==> config.mk <==
export PLATFORM = sky130hd
export DESIGN_NAME = ules_top
export DESIGN_NICKNAME = d
export VERILOG_FILES = /design/src/rtl/ules_pkg.sv /design/src/rtl/ules_top.sv /design/src/rtl/ules_event_mux.sv
export SDC_FILE = /design/constraint.sdc
export NUM_CORES = 1
export LEC_CHECK = 0
export BUFFER_PORTS_ARGS = -buffer_cell sky130_fd_sc_hd__buf_2
export CAP_MARGIN = 20
export CORE_ASPECT_RATIO = 0.6
export CORE_UTILIZATION = 46
export CTS_CLUSTER_DIAMETER = 40
export DETAILED_ROUTE_END_ITERATION = 8
export PLACE_DENSITY = 0.76
export SYNTH_ARGS = -nofsm -noshare
export SYNTH_HDL_FRONTEND = slang
export SYNTH_SLANG_ARGS = --single-unit
==> constraint.sdc <==
create_clock -name pclk -period 2.35 [get_ports pclk]
set_clock_uncertainty 0.05 [all_clocks]
set_input_delay 0.3525 -clock pclk [delete_from_list [all_inputs] [get_ports pclk]]
set_output_delay 0.3525 -clock pclk [all_outputs]
set_load 0.01 [all_outputs]
==> src/rtl/ules_pkg.sv <==
// Purpose: Shared constants and types for the uncore link and DRAM event selector.
// Assumes: One uncore clock; registers reached over APB with 32-bit data.
// Notes: Event codes and unit masks are the hardware's own encodings.
package ules_pkg;
  localparam logic [7:0] EV_MULTIFLIT_STALL = 8'h41;
  localparam logic [7:0] EV_HEADER_BUSY = 8'h42;
  localparam logic [7:0] EV_PROBE_TRACKER = 8'h43;
  localparam logic [7:0] EV_PAGE_OPEN = 8'h60;
  localparam logic [7:0] EV_IDLE_CLOSE = 8'h61;
  localparam logic [7:0] EV_MISS_PRECHARGE = 8'h62;
  localparam logic [7:0] UM_L0_DATA_RESP = 8'h01;
  localparam logic [7:0] UM_L0_NC_BYPASS = 8'h02;
  localparam logic [7:0] UM_L0_NC_STD = 8'h04;
  localparam logic [7:0] UM_L1_DATA_RESP = 8'h08;
  localparam logic [7:0] UM_L1_NC_BYPASS = 8'h10;
  localparam logic [7:0] UM_L1_NC_STD = 8'h20;
  localparam logic [7:0] UM_HDR_L0 = 8'h02;
  localparam logic [7:0] UM_HDR_L1 = 8'h08;
  localparam logic [7:0] UM_PPT_L0 = 8'h01;
  localparam logic [7:0] UM_PPT_L1 = 8'h02;
  localparam logic [7:0] UM_CH0 = 8'h01;
  localparam logic [7:0] UM_CH1 = 8'h02;
  localparam logic [7:0] UM_CH2 = 8'h04;
  localparam logic [11:0] OFF_CTRL = 12'h000;
  localparam logic [11:0] OFF_COUNT = 12'h004;
  localparam logic [11:0] OFF_STATUS = 12'h008;
  localparam int CTRL_EVENT_LSB = 0;
  localparam int CTRL_UMASK_LSB = 8;
  localparam int CTRL_ENABLE_BIT = 16;
  localparam int CTRL_CLEAR_BIT = 17;
  localparam logic [31:0] CTRL_RESET = 32'h0000_0000;
  localparam logic [31:0] COUNT_RESET = 32'h0000_0000;

  typedef struct packed {
    logic [2:0] l0_vc_stall;
    logic [2:0] l1_vc_stall;
    logic l0_hdr_busy;
    logic l1_hdr_busy;
    logic l0_ppt_stall;
    logic l1_ppt_stall;
  } ules_link_cond_t;

  typedef struct packed {
    logic [2:0] page_open;
    logic [2:0] idle_close;
    logic [2:0] miss_precharge;
  } ules_dram_cond_t;

  typedef struct packed {
    logic [7:0] event_code;
    logic [7:0] unit_mask;
  } ules_sel_t;
endpackage : ules_pkg

==> src/rtl/ules_top.sv <==
// Purpose: Uncore event selector and counter with an APB register port.
// Assumes: Condition inputs are pclk-domain logic levels, one per cycle.
// Notes: Counter wraps at its width; a union of unit-mask bits counts once per cycle.
//
// The register offsets and the APB register port were chosen for this implementation.
`timescale 1ns/1ps
`default_nettype none
// Notes on behaviour
// - Count link 1 data-response credit stalls.
// - Count link 1 noncoherent bypass credit stalls.
// - Count link 1 noncoherent standard credit stalls.
// - Mask 07H counts any link 0 stall.
// - Mask 38H counts any link 1 stall.
// - Stalls count even when arbitration lost.
// - Count link 0 header buffer busy cycles.
// - Count link 1 header buffer busy cycles.
// - Count link 0 probe tracker stalls.
// - Count link 1 probe tracker stalls.
// - Count page opens per selected channel.
// - Every page open is a countable event.
// - Count idle-timer precharges per channel.
// - Count page-miss precharges, channels 0 and 1.
// - Page miss closes old page by precharge.
// - Count link 0 data-response credit stalls.
module ules_top #(
  parameter int COUNT_W = 32
) (
  input wire logic pclk,
  input wire logic presetn,
  input wire logic psel,
  input wire logic penable,
  input wire logic pwrite,
  input wire logic [11:0] paddr,
  input wire logic [31:0] pwdata,
  output logic [31:0] prdata,
  output logic pready,
  output logic pslverr,
  input wire ules_pkg::ules_link_cond_t link_cond,
  input wire ules_pkg::ules_dram_cond_t dram_cond,
  output logic event_hit,
  output logic [COUNT_W-1:0] event_count
);
  // The read path holds one 32-bit word, so a wider counter could not be read back.
  if (COUNT_W < 1 || COUNT_W > 32) begin : g_bad_count_w
    $error("COUNT_W must be 1 to 32");
  end

  ules_pkg::ules_sel_t sel_q;
  logic enable_q;
  logic hit_q;
  logic hit;
  logic [COUNT_W-1:0] count_q;
  logic wr_en;
  logic rd_ok;
  logic clear_req;

  assign wr_en = psel & penable & pwrite;
  assign pready = 1'b1;
  assign rd_ok = (paddr == ules_pkg::OFF_CTRL) | (paddr == ules_pkg::OFF_COUNT)
               | (paddr == ules_pkg::OFF_STATUS);
  assign pslverr = psel & penable & ~rd_ok;
  assign clear_req = wr_en & (paddr == ules_pkg::OFF_CTRL) & pwdata[ules_pkg::CTRL_CLEAR_BIT];

  // Selection and enable registers steer the counting logic.
  always_ff @(posedge pclk or negedge presetn) begin
    if (!presetn) begin
      sel_q <= '0;
      enable_q <= 1'b0;
    end else if (wr_en && paddr == ules_pkg::OFF_CTRL) begin
      sel_q.event_code <= pwdata[ules_pkg::CTRL_EVENT_LSB +: 8];
      sel_q.unit_mask <= pwdata[ules_pkg::CTRL_UMASK_LSB +: 8];
      enable_q <= pwdata[ules_pkg::CTRL_ENABLE_BIT];
    end
  end

  ules_event_mux u_mux (
    .sel(sel_q),
    .link_c(link_cond),
    .dram_c(dram_cond),
    .hit(hit)
  );

  // The hit is registered to keep the counter adder off the condition paths.
  always_ff @(posedge pclk or negedge presetn) begin
    if (!presetn) begin
      hit_q <= 1'b0;
    end else begin
      hit_q <= hit & enable_q;
    end
  end

  // One increment per qualifying cycle, never more, so a union counts once.
  always_ff @(posedge pclk or negedge presetn) begin
    if (!presetn) begin
      count_q <= ules_pkg::COUNT_RESET[COUNT_W-1:0];
    end else if (wr_en && paddr == ules_pkg::OFF_COUNT) begin
      count_q <= pwdata[COUNT_W-1:0];
    end else if (clear_req) begin
      count_q <= hit_q ? COUNT_W'(1) : '0;
    end else if (hit_q) begin
      count_q <= count_q + COUNT_W'(1);
    end
  end

  always_comb begin
    prdata = 32'h0000_0000;
    if (psel && !pwrite) begin
      case (paddr)
        ules_pkg::OFF_CTRL: begin
          prdata[ules_pkg::CTRL_EVENT_LSB +: 8] = sel_q.event_code;
          prdata[ules_pkg::CTRL_UMASK_LSB +: 8] = sel_q.unit_mask;
          prdata[ules_pkg::CTRL_ENABLE_BIT] = enable_q;
        end
        ules_pkg::OFF_COUNT: begin
          prdata[COUNT_W-1:0] = count_q;
        end
        ules_pkg::OFF_STATUS: begin
          prdata[0] = hit_q;
        end
        default: begin
          prdata = 32'h0000_0000;
        end
      endcase
    end
  end

  assign event_hit = hit_q;
  assign event_count = count_q;
endmodule : ules_top
`default_nettype wire

==> src/rtl/ules_event_mux.sv <==
// Purpose: Combinational event selection from event code and unit mask.
// Assumes: Conditions arrive registered on pclk.
// Notes: Unknown codes select nothing.
`timescale 1ns/1ps
`default_nettype none
module ules_event_mux (
  input wire ules_pkg::ules_sel_t sel,
  input wire ules_pkg::ules_link_cond_t link_c,
  input wire ules_pkg::ules_dram_cond_t dram_c,
  output logic hit
);
  logic [7:0] um;
  assign um = sel.unit_mask;

  always_comb begin
    hit = 1'b0;
    case (sel.event_code)
      ules_pkg::EV_MULTIFLIT_STALL: begin
        // Arbitration losses are not filtered out.
        hit = (|(um & ules_pkg::UM_L0_DATA_RESP) & link_c.l0_vc_stall[0])
            | (|(um & ules_pkg::UM_L0_NC_BYPASS) & link_c.l0_vc_stall[1])
            | (|(um & ules_pkg::UM_L0_NC_STD) & link_c.l0_vc_stall[2])
            | (|(um & ules_pkg::UM_L1_DATA_RESP) & link_c.l1_vc_stall[0])
            | (|(um & ules_pkg::UM_L1_NC_BYPASS) & link_c.l1_vc_stall[1])
            | (|(um & ules_pkg::UM_L1_NC_STD) & link_c.l1_vc_stall[2]);
      end
      ules_pkg::EV_HEADER_BUSY: begin
        hit = (|(um & ules_pkg::UM_HDR_L0) & link_c.l0_hdr_busy)
            | (|(um & ules_pkg::UM_HDR_L1) & link_c.l1_hdr_busy);
      end
      ules_pkg::EV_PROBE_TRACKER: begin
        hit = (|(um & ules_pkg::UM_PPT_L0) & link_c.l0_ppt_stall)
            | (|(um & ules_pkg::UM_PPT_L1) & link_c.l1_ppt_stall);
      end
      ules_pkg::EV_PAGE_OPEN: begin
        hit = |(um[2:0] & dram_c.page_open);
      end
      ules_pkg::EV_IDLE_CLOSE: begin
        hit = |(um[2:0] & dram_c.idle_close);
      end
      ules_pkg::EV_MISS_PRECHARGE: begin
        // Only channels 0 and 1 carry this event.
        hit = |(um[1:0] & dram_c.miss_precharge[1:0]);
      end
      default: begin
        hit = 1'b0;
      end
    endcase
  end
endmodule : ules_event_mux
`default_nettype wire

==> impl_metrics.py <==
metrics = {
    "setup_path": {
        "worstPathMaxFanout": 14,
        "cp-end-kind": "output pin",
        "worstPathCellList": "buf_2 -> nor4_4 -> nand3_1 -> or3_1 -> nor2_2 -> buf_12 -> and2_1 -> buf_2",
        "slowest_delay_ns": 0.41,
        "crit_cells": 8,
        "cp_slowest_cell": "or3_1",
        "crit_path_frequent_cell": "buf_2",
        "critPathKind": "primary input to output pin",
        "startpoint_type": "primary input",
        "reg2reg_depth": 7,
        "cp_top_family": "simple AND/OR/NAND/NOR gates",
        "crit_buf_inv": 3,
        "critPathArrivalTime_ns": 1.84,
        "cp_data_required_time_ns": 1.95,
    },
    "power": {
        "power_density_nw_per_um2": 358.6,
        "power.total_mw": 1.743,
        "vdd_drop_max_v": 0.0002476,
        "p_leak_nw": 2.315,
    },
    "clock_tree": {
        "clk_pin_slew_worst_paths_ns": 0.06,
        "clk_path_buf_depth": 2,
        "clock_latency_ns": 0.30,
        "cts_buffers": 5,
        "clock_sinks": 50,
        "cts-root-buf": "clkbuf_16",
        "htreeDepth": 2,
        "tritoncts": "yes",
    },
    "drt": {
        "routed_wl_mm": 13.11,
        "dr.pass1.iters": 8,
        "drt-vias-per-instance": 6.277,
        "ant_nets": 0,
        "vias": 4325,
        "drt_iter0_markers": 625,
        "remaining_drc_errors": 0,
        "wire_per_inst_um": 19.02,
    },
    "status": {
        "status": "finished, final reports clean",
    },
    "synthesis": {
        "synth_cells": 433,
        "ys_types": 56,
        "synth_nets": 502,
        "syn_area_um2": 3681,
        "ys_warn_count": 0,
        "syn_area_per_cell_um2": 8.501,
        "synth_edf_count": 0,
        "synthArstFlopShare_pct": 100.0,
        "ys_seq_area_share_pct": 33.99,
        "synth_ff_type": "dfrtp_1",
        "ys_seq_elements": 50,
    },
    "die": {
        "dieArea_um2": 8376,
        "start_util_pct": 49.03,
        "core-area_um2": 7507,
        "pin_count": 135,
        "rows": 24,
        "die_h_um": 71.29,
        "die_x_um": 117.5,
    },
    "timing": {
        "slew_viol_final": 0,
        "post-route-period-util_pct": 95.40,
        "slew_headroom_pct": 64.05,
        "fin_setup_tns_ns": 0,
        "period_minus_slack_ns": 2.242,
        "worst_pin_slew_ns": 0.5317,
        "max_freq_mhz": 446.0,
        "fin_ws_ns": 0.1080,
        "finalSetupViolCount": 0,
        "hold_viol_final": 0,
    },
    "global_route": {
        "grt_pass1_vias": 4032,
        "grt_pass1_wl_mm": 20.74,
        "grt_max_degree": 26,
        "track_usage_pct": 31.98,
        "antenna_found_initial": 0,
        "grt_overflow": 0,
    },
    "final_layout": {
        "n_antenna_cell": 0,
        "drive_gt1_share_pct": 38.29,
        "finalNetCount": 654,
        "instances_no_fill": 689,
        "fin_area_um2": 4860,
        "area_delta_synth_final_pct": 32.02,
        "fillers": 680,
    },
    "placed_design": {
        "dp.cells": 680,
        "portBuffers": 132,
        "place_hpwl_mm": 9.858,
        "pre_cts_slack_ns": -0.04561,
        "gp_congestion": 0.9297,
        "placed_area_um2": 4700,
    },
    "min_path": {
        "hp-class": "primary input to flip-flop",
        "hold_depth": 3,
    },
    "job": {
        "maxCapViolations": 0,
    },
}
## placed cells by master, fill, tap and decap left out, types with 3 or more instances in the layout
cell type    n
a211oi_1     7
a21oi_1     14
a221oi_1     7
a22oi_1     21
a2bb2oi_1    4
a311oi_1     6
a31oi_1      4
and2_1      15
and3_1      12
buf_12       3
buf_2      132
buf_4       41
clkbuf_16    5
dfrtp_1     50
inv_1        6
mux2_2      18
mux2i_1     18
nand2_1     25
nand3_1     28
nand4_1     21
nor2_1      55
nor3_1      20
nor3_2      11
nor4_1       3
nor4_2       4
o21a_1       4
o21ai_0      7
o31ai_1      3
## cells by family (layout without fill, tap and decap cells)
kind of cell | after synthesis | after routing | synth area share, %
and+or+nand+nor | 214 | 214 | 31.78
AOI/OAI and AO/OA | 93 | 93 | 18.52
DFF | 50 | 50 | 33.99
buffers and inverters | 38 | 190 | 4.861
muxes | 36 | 36 | 10.40
adders and majority gates | 1 | 1 | 0.3399
other | 1 | 1 | 0.1019
## tightest hold or removal path, delay by kind of cell
kind | cells | cell delay, ns
AOI/OAI and AO/OA | 1 | 0.06
buffers and inverters | 1 | 0.11
and+or+nand+nor | 1 | 0.05
## sequential cells by signal (all words and copies together) (netlist names)
signal       cells
sel_q           16
event_hit        1
event_count     32
enable_q         1
## synthesized netlist by cell type, types with 3 or more instances
| cell type | instances | area (um^2) |
|---|---|---|
| and2_1 | 15 | 93.84 |
| a31oi_1 | 4 | 25.02 |
| inv_1 | 6 | 22.52 |
| buf_6 | 3 | 33.78 |
| a311oi_1 | 6 | 52.55 |
| buf_2 | 8 | 40.04 |
| nand3_1 | 28 | 140.1 |
| a211oi_1 | 7 | 52.55 |
| a21oi_1 | 14 | 70.07 |
| a22oi_1 | 21 | 157.7 |
| and3_1 | 12 | 75.07 |
| nor4_1 | 6 | 37.54 |
| nand2_1 | 25 | 93.84 |
| a2bb2oi_1 | 4 | 35.03 |
| nand4_1 | 21 | 131.4 |
| clkbuf_1 | 18 | 67.56 |
| nor3_1 | 20 | 100.1 |
| mux2_2 | 18 | 202.7 |
| o21ai_0 | 7 | 35.03 |
| nor2_1 | 56 | 210.2 |
| o21a_1 | 4 | 30.03 |
| dfrtp_1 | 50 | 1251 |
| mux2i_1 | 18 | 180.2 |
| a221oi_1 | 7 | 61.31 |
| nor3_2 | 11 | 110.1 |
| o31ai_1 | 3 | 22.52 |
## layout make-up
type | instances | area, um^2 | area share [%]
Multi-Input combinational cell | 345 | 2281 | 46.94
Sequential cell | 50 | 1251 | 25.75
Clock buffer | 6 | 128.9 | 2.652
Timing Repair Buffer | 177 | 1039 | 21.37
Tap cell | 104 | 130.1 | 2.678
Inverter | 6 | 22.52 | 0.4634
Clock inverter | 1 | 7.507 | 0.1545
## through the flow
stage	utilization [%]	hold slack [ns]
finish	64.73	0.2566
global route	64.73	0.2579
CTS	64.55	0.2576
detailed placement	62.60	0.1719
global placement	62.60	0.1675
floorplan	-	0.006909
## final timing paths
kind                                                  from                     endpoint  slack [ns]
min in group asynchronous                          presetn  event_count[14]$_DFFE_PN0P_        0.39
max in group asynchronous                          presetn   event_count[5]$_DFFE_PN0P_        1.24
worst min register to register        sel_q[7]$_DFFE_PN0N_         sel_q[7]$_DFFE_PN0N_        0.46
worst min-delay path                            pwdata[29]  event_count[29]$_DFFE_PN0P_        0.26
worst max register to register  event_count[9]$_DFFE_PN0P_  event_count[21]$_DFFE_PN0P_        0.24
worst max-delay path                              paddr[4]                   prdata[28]        0.11
## metal layers
| metal | part of all wire (%) | wire [um] | track usage [%] | vias to the layer above |
|---|---|---|---|---|
| li1 | - | - | - | 1948 |
| met1 | 44 | 5739 | 46.37 | 2035 |
| met2 | 43 | 5604 | 46.88 | 320 |
| met3 | 12 | 1577 | 7.962 | 22 |
| met4 | 1.4 | 185 | 10.54 | 0 |
| met5 | 0 | 0 | 0 | - |
## power breakdown
part	total [mW]	internal [mW]	switching [mW]
Sequential	0.861	0.861	0.000586
Combinational	0.157	0.0649	0.0917
Clock	0.725	0.390	0.335
Total	1.74	1.32	0.427
## timing repair
item / 4_1_cts / 5_1_grt
hold buffers: 1 / 0
endpoints found under the setup margin: 0 / 21
setup buffers: 0 / 1
hold endpoints to repair: 9 / 0
resized for setup: 0 / 1
Power figures use the tool's default switching activity.
